[config.mk]
export PLATFORM = sky130hd
export DESIGN_NAME = dhmc_drive_flat
export DESIGN_NICKNAME = d
export VERILOG_FILES = /design/src/verilog/dhmc_pkg.sv /design/src/verilog/dhmc_link_if.sv /design/src/verilog/dhmc_drive.sv /design/src/flat_wrapper.sv
export SDC_FILE = /design/constraint.sdc
export NUM_CORES = 1
export LEC_CHECK = 0
export ABC_CLOCK_PERIOD_IN_PS = 1700
export BUFFER_PORTS_ARGS = -buffer_cell sky130_fd_sc_hd__buf_2
export CAP_MARGIN = 20
export CORE_MARGIN = 2
export CORE_UTILIZATION = 42
export DETAILED_ROUTE_END_ITERATION = 10
export PLACE_DENSITY = 0.87
export SLEW_MARGIN = 0
export SYNTH_ARGS = -nofsm -noshare
export SYNTH_HDL_FRONTEND = slang
export SYNTH_SLANG_ARGS = --single-unit
[constraint.sdc]
create_clock -name I_CLK -period 1.7 [get_ports I_CLK]
set_clock_uncertainty 0.1 [all_clocks]
set_input_delay 0.17 -clock I_CLK [delete_from_list [all_inputs] [get_ports I_CLK]]
set_output_delay 0.17 -clock I_CLK [all_outputs]
set_load 0.01 [all_outputs]
[src/verilog/dhmc_pkg.sv]
// constants shared by both ends of the homing-mode control link
// assumes one 100 MHz clock and one process-data word pair per link cycle
// Notes on behaviour
// - mode word value 6 selects homing
// - mode display echoes selected mode
// - homing method from configuration, zero means none
// - control bit 4 rising edge starts homing
// - halt bit decelerates, stays operation enabled
// - status bit 10: reached, or zero speed
// - status bit 12 set when homing completed
// - status bit 13 set on homing error
// - power-up sequence 0000,0006,0007,000F with answers
// - after 001F report 1n37 when attained
// - motion changes only under enable pattern
// - controller changes mode only under 0007, or under 0000 while its sequence is idle
// - controller checks status 0xnn33 before mode change under 0007
// - control bits: on, voltage, quick stop, enable, fault reset
// - status bits as standard state word
package dhmc_pkg;
   localparam logic [15:0] DHMC_MODE_HOMING = 16'h0006;
   localparam logic [15:0] DHMC_CW_DISABLE = 16'h0000;
   localparam logic [15:0] DHMC_CW_SHUTDOWN = 16'h0006;
   localparam logic [15:0] DHMC_CW_SWITCH_ON = 16'h0007;
   localparam logic [15:0] DHMC_CW_ENABLE = 16'h000F;
   localparam logic [15:0] DHMC_CW_START = 16'h001F;
   localparam logic [15:0] DHMC_CW_HALT = 16'h0100;
   localparam logic [15:0] DHMC_CW_FAULT_RST = 16'h0080;
   // bits 6..0 of the state word tell the power states apart
   localparam logic [15:0] DHMC_SW_READY_MASK = 16'h007F;
   localparam logic [15:0] DHMC_SW_READY_ON = 16'h0031;
   localparam logic [15:0] DHMC_SW_OPEN_MASK = 16'h0037;
   localparam logic [15:0] DHMC_SW_SWITCHED_ON = 16'h0033;
   // control bit positions
   localparam int DHMC_CB_ON = 0;
   localparam int DHMC_CB_VOLT = 1;
   localparam int DHMC_CB_QSTOP_N = 2;
   localparam int DHMC_CB_ENOP = 3;
   localparam int DHMC_CB_START = 4;
   localparam int DHMC_CB_FRST = 7;
   localparam int DHMC_CB_HALT = 8;
   // status bit positions
   localparam int DHMC_SB_READY = 0;
   localparam int DHMC_SB_SWON = 1;
   localparam int DHMC_SB_OPEN = 2;
   localparam int DHMC_SB_FAULT = 3;
   localparam int DHMC_SB_VOLT = 4;
   localparam int DHMC_SB_QSTOP_N = 5;
   localparam int DHMC_SB_SWDIS = 6;
   localparam int DHMC_SB_WARN = 7;
   localparam int DHMC_SB_REMOTE = 9;
   localparam int DHMC_SB_TARGET = 10;
   localparam int DHMC_SB_LIMIT = 11;
   localparam int DHMC_SB_ATTAINED = 12;
   localparam int DHMC_SB_HERR = 13;
   localparam int DHMC_SB_WARN2 = 15;
   // register map of the controller end (APB byte addresses)
   localparam logic [7:0] DHMC_A_CMD = 8'h00;
   localparam logic [7:0] DHMC_A_MODE = 8'h04;
   localparam logic [7:0] DHMC_A_STATUS = 8'h08;
   localparam logic [7:0] DHMC_A_DISP = 8'h0C;
   localparam logic [7:0] DHMC_A_IRQ = 8'h10;
   localparam logic [7:0] DHMC_A_MASK = 8'h14;
   // event bits: 0 attained rise, 1 error rise, 2 target rise, 3 fault rise
   localparam int DHMC_NEV = 4;
   typedef enum logic [1:0] {DHMC_OP_NONE, DHMC_OP_SEQ, DHMC_OP_START, DHMC_OP_STOP} dhmc_op_t;
endpackage

[src/verilog/dhmc_link_if.sv]
// process-data link between controller and drive; one word pair each
// assumes both ends share the clock and sample the words every cycle
`timescale 1ns/10ps
interface dhmc_link_if;
   logic [15:0] ctrl_word;
   logic [15:0] mode_sel;
   logic [15:0] stat_word;
   logic [15:0] mode_disp;
   modport drive (input ctrl_word, input mode_sel, output stat_word, output mode_disp);
   modport plc (output ctrl_word, output mode_sel, input stat_word, input mode_disp);
endinterface

[src/verilog/dhmc_drive.sv]
// drive end: power state machine and homing state, answered as status word
// assumes motion feedback (home found, speed zero, error) from the axis logic
`timescale 1ns/10ps
module dhmc_drive
   import dhmc_pkg::*;
(
   // clock and reset
   input wire logic I_CLK,
   input wire logic I_RST_N,
   // process-data link
   dhmc_link_if.drive LINK,
   // configuration
   input wire logic [7:0] I_HOME_METHOD,
   // axis feedback
   input wire logic I_HOME_FOUND,
   input wire logic I_AXIS_STILL,
   input wire logic I_HOME_FAIL,
   input wire logic I_FAULT,
   input wire logic I_WARN,
   input wire logic I_WARN2,
   input wire logic I_LIMIT,
   // axis commands
   output logic O_RUN_HOMING,
   output logic O_DECEL_HOMING,
   output logic O_POWER_ON
);
   typedef enum logic [2:0] {DHMC_S_SWDIS, DHMC_S_READY, DHMC_S_SWON, DHMC_S_OPEN,
      DHMC_S_QSTOP, DHMC_S_FAULT} dhmc_pst_t;
   dhmc_pst_t st_q, st_d;
   logic homing_q, homing_d, att_q, att_d, herr_q, herr_d, b4_q, b4_d;
   logic [15:0] sw_q, sw_d, disp_q, disp_d;
   logic [15:0] cw;
   logic run_ok, halt;

   assign cw = LINK.ctrl_word;
   // motion changes only under the enable pattern, homing mode and a method set
   assign run_ok = (st_q == DHMC_S_OPEN) && cw[DHMC_CB_ENOP] && (LINK.mode_sel == DHMC_MODE_HOMING)
      && (I_HOME_METHOD != 8'h00);
   assign halt = cw[DHMC_CB_HALT];

   always_comb begin
      st_d = st_q;
      // state transitions from the control bits
      unique case (st_q)
         DHMC_S_SWDIS: if (cw[DHMC_CB_VOLT] && cw[DHMC_CB_QSTOP_N] && !cw[DHMC_CB_ON]) st_d = DHMC_S_READY;
         DHMC_S_READY: begin
            if (!cw[DHMC_CB_VOLT] || !cw[DHMC_CB_QSTOP_N]) st_d = DHMC_S_SWDIS;
            else if (cw[DHMC_CB_ON]) st_d = DHMC_S_SWON;
         end
         DHMC_S_SWON: begin
            if (!cw[DHMC_CB_VOLT] || !cw[DHMC_CB_QSTOP_N]) st_d = DHMC_S_SWDIS;
            else if (!cw[DHMC_CB_ON]) st_d = DHMC_S_READY;
            else if (cw[DHMC_CB_ENOP]) st_d = DHMC_S_OPEN;
         end
         DHMC_S_OPEN: begin
            if (!cw[DHMC_CB_VOLT]) st_d = DHMC_S_SWDIS;
            else if (!cw[DHMC_CB_QSTOP_N]) st_d = DHMC_S_QSTOP;
            else if (!cw[DHMC_CB_ON]) st_d = DHMC_S_READY;
            else if (!cw[DHMC_CB_ENOP]) st_d = DHMC_S_SWON;
         end
         DHMC_S_QSTOP: if (!cw[DHMC_CB_VOLT] || I_AXIS_STILL) st_d = DHMC_S_SWDIS;
         DHMC_S_FAULT: if (cw[DHMC_CB_FRST]) st_d = DHMC_S_SWDIS;
      endcase
      if (I_FAULT) st_d = DHMC_S_FAULT;
   end

   always_comb begin
      // bit 4 is armed only while running is allowed, so 0007 to 001F still starts
      b4_d = cw[DHMC_CB_START] && run_ok;
      homing_d = homing_q;
      att_d = att_q;
      herr_d = herr_q;
      if (!run_ok || !cw[DHMC_CB_START]) begin
         homing_d = 1'b0; // bit 4 falling or leaving enable cancels
      end else if (!b4_q) begin
         homing_d = 1'b1; // rising edge of bit 4 starts
         att_d = 1'b0;
         herr_d = 1'b0;
      end else if (homing_q && I_HOME_FAIL) begin
         homing_d = 1'b0;
         herr_d = 1'b1;
      end else if (homing_q && I_HOME_FOUND && !halt) begin
         homing_d = 1'b0;
         att_d = 1'b1;
      end
      if (st_q == DHMC_S_FAULT && cw[DHMC_CB_FRST]) herr_d = 1'b0;
   end

   always_comb begin
      sw_d = 16'h0000;
      // state word 0050, 0031, 0033, nn37
      unique case (st_q)
         DHMC_S_SWDIS: sw_d[DHMC_SB_SWDIS] = 1'b1;
         DHMC_S_READY: sw_d[DHMC_SB_READY] = 1'b1;
         DHMC_S_SWON: sw_d[DHMC_SB_SWON:DHMC_SB_READY] = 2'h3;
         DHMC_S_OPEN: sw_d[DHMC_SB_OPEN:DHMC_SB_READY] = 3'h7;
         DHMC_S_QSTOP: sw_d[DHMC_SB_OPEN:DHMC_SB_READY] = 3'h7;
         DHMC_S_FAULT: sw_d[DHMC_SB_FAULT] = 1'b1;
      endcase
      sw_d[DHMC_SB_QSTOP_N] = (st_q != DHMC_S_QSTOP) && (st_q != DHMC_S_SWDIS)
         && (st_q != DHMC_S_FAULT);
      sw_d[DHMC_SB_VOLT] = (st_q != DHMC_S_FAULT); // 0050 when switch-on disabled
      sw_d[DHMC_SB_WARN] = I_WARN;
      sw_d[DHMC_SB_REMOTE] = 1'b0;
      sw_d[DHMC_SB_LIMIT] = I_LIMIT;
      sw_d[DHMC_SB_WARN2] = I_WARN2;
      // halted: speed zero; running: home position reached
      sw_d[DHMC_SB_TARGET] = halt ? I_AXIS_STILL : att_q;
      sw_d[DHMC_SB_ATTAINED] = att_q;
      sw_d[DHMC_SB_HERR] = herr_q;
      disp_d = LINK.mode_sel;
   end

   always_ff @(posedge I_CLK) begin
      if (!I_RST_N) begin
         st_q <= DHMC_S_SWDIS;
         homing_q <= 1'b0;
         att_q <= 1'b0;
         herr_q <= 1'b0;
         b4_q <= 1'b0;
         sw_q <= 16'h0000;
         disp_q <= 16'h0000;
      end else begin
         st_q <= st_d;
         homing_q <= homing_d;
         att_q <= att_d;
         herr_q <= herr_d;
         b4_q <= b4_d;
         sw_q <= sw_d;
         disp_q <= disp_d;
      end
   end

   assign LINK.stat_word = sw_q;
   assign LINK.mode_disp = disp_q;
   // halt decelerates with homing ramp and stays enabled
   assign O_RUN_HOMING = homing_q && !halt;
   assign O_DECEL_HOMING = homing_q && halt;
   assign O_POWER_ON = (st_q == DHMC_S_OPEN) || (st_q == DHMC_S_QSTOP);
endmodule // dhmc_drive

[src/flat_wrapper.sv]
// flat-port wrapper written by rule: the top's interface ports become plain ports
module dhmc_drive_flat import dhmc_pkg::*;
  (I_CLK, I_RST_N, I_HOME_METHOD, I_HOME_FOUND, I_AXIS_STILL, I_HOME_FAIL, I_FAULT, I_WARN, I_WARN2, I_LIMIT, O_RUN_HOMING, O_DECEL_HOMING, O_POWER_ON, LINK_ctrl_word, LINK_mode_sel, LINK_stat_word, LINK_mode_disp);
  dhmc_link_if LINK_i ();
  input wire logic I_CLK;
  input wire logic I_RST_N;
  input wire logic [7:0] I_HOME_METHOD;
  input wire logic I_HOME_FOUND;
  input wire logic I_AXIS_STILL;
  input wire logic I_HOME_FAIL;
  input wire logic I_FAULT;
  input wire logic I_WARN;
  input wire logic I_WARN2;
  input wire logic I_LIMIT;
  output logic O_RUN_HOMING;
  output logic O_DECEL_HOMING;
  output logic O_POWER_ON;
  input wire logic [$bits(LINK_i.ctrl_word)-1:0] LINK_ctrl_word;
  input wire logic [$bits(LINK_i.mode_sel)-1:0] LINK_mode_sel;
  output wire logic [$bits(LINK_i.stat_word)-1:0] LINK_stat_word;
  output wire logic [$bits(LINK_i.mode_disp)-1:0] LINK_mode_disp;
  assign LINK_i.ctrl_word = LINK_ctrl_word;
  assign LINK_i.mode_sel = LINK_mode_sel;
  assign LINK_stat_word = LINK_i.stat_word;
  assign LINK_mode_disp = LINK_i.mode_disp;
  dhmc_drive u_core (.I_CLK(I_CLK), .I_RST_N(I_RST_N), .LINK(LINK_i), .I_HOME_METHOD(I_HOME_METHOD), .I_HOME_FOUND(I_HOME_FOUND), .I_AXIS_STILL(I_AXIS_STILL), .I_HOME_FAIL(I_HOME_FAIL), .I_FAULT(I_FAULT), .I_WARN(I_WARN), .I_WARN2(I_WARN2), .I_LIMIT(I_LIMIT), .O_RUN_HOMING(O_RUN_HOMING), .O_DECEL_HOMING(O_DECEL_HOMING), .O_POWER_ON(O_POWER_ON));
endmodule
==> impl_metrics.toml <==
[status]
status = "finished, final reports clean"

[timing]
hold_viol_final = 0
timing.final.crit_period_ps = 1679
final-setup-viol-count = 0
fin_crit_sh = 0.9877
fmax_mhz = 595.6
hold_slack_ps = 35.30
rsz0062_at_grt = "yes"
slew_violations = 0
tns_ps = 0

[pwr]
switching_share = 0.2385
p_comb_frac = 0.172
ir_drop_mv = 0.5741
pwr-share-seq = 0.549
internal_power_mw = 1.245
clockPowerShare = 0.279
power_density_nw_per_um2 = 782.4
p_switching_mw = 0.3898
leakage_nw = 0.9861

[placed_design]
routabilityCongestion = 0.7803
io_buffer_count = 71
hpwlAfterDp_um = 2085

[finish]
layout-drive-gt1-share = 0.4304
utilization = 0.6844
nets = 278
syn_to_final_growth_pct = 54.92
seqCellArea_um2 = 725.7
num_antenna_cells = 0
multi_input_area_um2 = 614.3
fillers = 266

[min_path]
hp-class = "in -> reg"

[yosys]
yosys_warnings = 0
postSynthAreaPerCell_um2 = 10.38
synthCells = 130
syn_area_um2 = 1349
ys_ff_latch = 36
yosysUniqueCellTypes = 36
seq_area_frac_synth = 0.5343

[routing]
wl_per_cell_um = 11.78
wirelength_um = 3229
drt_iter0_drc = 45
ant_nets = 0
drc = 0
vias = 1265
vias_per_cell = 4.617
first_pass_iters = 4

[grt]
grt_use_total = 0.1838
grt_max_degree = 35
use_met1 = 0.2061
grt_pass1_vias = 1196
grt_most_used_layer = "met2"
met3_usage = 0.04051
use_met2 = 0.3303
grt_antenna_before_repair = 0
grt_pass1_wl_um = 4933
grt_overflow = 0

[cts]
cts_htree_levels = 2
clk_pin_slew_ps = 100
numCtsBuffers = 5
cts_sinks = 36
cts_tree = "yes"
root_buffer = "clkbuf_4"
clkLatencyLatePin_ps = 320
clock_path_buffers = 2

[critical_path]
cp_cell_sequence = "buf_6 > buf_4 > xnor2_1 > nand4_1 > o21ai_2 > nor3_1 > o31a_1"
critical_path_class = "reg -> reg"
crit_slowest_cell = "dfxtp_4"
cpPeakStageDelay_ps = 370
crit_fanout = 6
end_kind = "flip-flop"
cp.required_ps = 1820
worstPathArrival_ps = 1800
start_kind = "flip-flop"

[job]
maxCapViolations = 0

[floorplanning]
die-area_um2 = 3681
pin_count = 84
die_height_um = 60.67
die_w_um = 60.67
initial_core_util = 0.4418
rows = 20
core_um2 = 3053
==> worst paths after layout <==
path	startpoint	to	slack [ps]	cells after the start
worst max-delay path	u_core.st_q[0]	u_core.st_q[0]	20	7
worst min-delay path	I_AXIS_STILL	u_core.LINK.stat_word[10]	40	3
worst max register to register	u_core.st_q[0]	u_core.st_q[0]	20	7
worst min register to register	u_core.b4_q	u_core.homing_q	330	1
==> final cells by class <==
class | instances | area share
well taps | 44 | 0.02635
flip-flops and latches | 36 | 0.3473
clock buffers | 8 | 0.02814
repair buffers | 98 | 0.3024
inverters | 1 | 0.001796
multi-input cells | 87 | 0.2940
==> through the flow <==
stage	std cells	worst slack (ps)	total power [mW]	cell area, um^2
finish	274	20.99	1.635	2090
global route	274	-78.10	1.727	2090
CTS	273	12.57	1.638	2047
detailed placement	242	68.36	1.132	1740
global placement	242	105.0	1.128	1740
floorplan	132	239.3	1.031	1356
==> power by group through the flow <==
stage	combinational (mW)	clock (mW)	sequential (mW)
6_report	0.282	0.456	0.897
5_1_grt	0.307	0.519	0.901
4_1_cts	0.267	0.475	0.896
3_5_place_dp	0.216	0	0.916
3_3_place_gp	0.214	0	0.914
2_1_floorplan	0.0952	0	0.935
==> per-layer routing <==
metal  part of all wire  wire length [um]  vias to the layer above
met2               0.51              1632                       56
li1                   -                 -                      634
met5                  0                 0                        -
met3              0.073               236                        4
met1               0.41              1310                      571
met4              0.015                48                        0
==> synthesized netlist by cell type <==
cell type	n	area share
o21a_1	3	0.017
inv_1	1	0.0028
and3b_1	1	0.0065
or2_2	1	0.0046
nor3b_2	1	0.0093
clkbuf_1	3	0.0083
a21boi_0	2	0.011
nand2_1	4	0.011
nor2b_1	5	0.023
nor4b_2	2	0.022
a221o_1	1	0.0074
o21ai_0	1	0.0037
nand4_1	2	0.0093
dfxtp_1	36	0.53
conb_1	1	0.0028
o21ai_1	2	0.0074
nand3b_1	3	0.017
and3_1	1	0.0046
a21boi_2	1	0.0083
and2b_1	3	0.017
nor4_1	3	0.014
a211oi_2	1	0.0093
buf_4	5	0.028
a21oi_1	1	0.0037
nand3_1	1	0.0037
nor2_1	4	0.011
nor3b_1	2	0.011
mux2i_1	2	0.015
nor3_1	5	0.019
xnor2_1	2	0.013
nor4b_1	1	0.0065
o31a_1	1	0.0065
nor4bb_1	1	0.0074
and2_1	25	0.12
nand2b_1	1	0.0046
a31oi_1	1	0.0046
==> cells in the final DEF, fill, tap and decap left out, drive strengths merged, types with 4 or more instances in the layout <==
cell type,netlist,final
nor3,5,5
clkbuf,3,8
dfxtp,36,36
nor2b,5,5
buf,5,78
nor2,4,4
nand2,4,4
and2,25,25
dlygate4sd3,0,20
==> timing repair <==
item	4_1_cts	5_1_grt
buffers inserted	3	2
gates cloned	0	0
hold buffers	20	0
resized for setup	9	8
endpoints found under the hold margin	20	0
pin swaps	1	4
endpoints found under the setup margin	1	5
==> flip-flops by register name (all words and copies together), names as in the netlist <==
name / cells
u_core.att_q: 1
u_core.homing_q: 1
u_core.LINK.stat_word: 13
u_core.b4_q: 1
u_core.st_q: 3
u_core.LINK.mode_disp: 16
u_core.herr_q: 1
==> kinds of logic after synthesis <==
| logic type | count (synthesis) | share of synthesized area |
|---|---|---|
| compound gates | 14 | 0.07884 |
| xor+xnor | 2 | 0.01299 |
| buf+inv | 9 | 0.03896 |
| flops | 36 | 0.5343 |
| mux | 2 | 0.01484 |
| other cells | 1 | 0.002780 |
| simple gates | 66 | 0.3172 |
==> worst max-delay path: cells and delay by family, from the launching register on <==
family                    cells  cell delay (ps)
xor gates and xnor gates      1              200
AOI/OAI and AO/OA             2              410
DFF                           1              370
buffers and inverters         2              270
and+or+nand+nor               2              240
No activity file was read; power rests on OpenSTA's default activity.
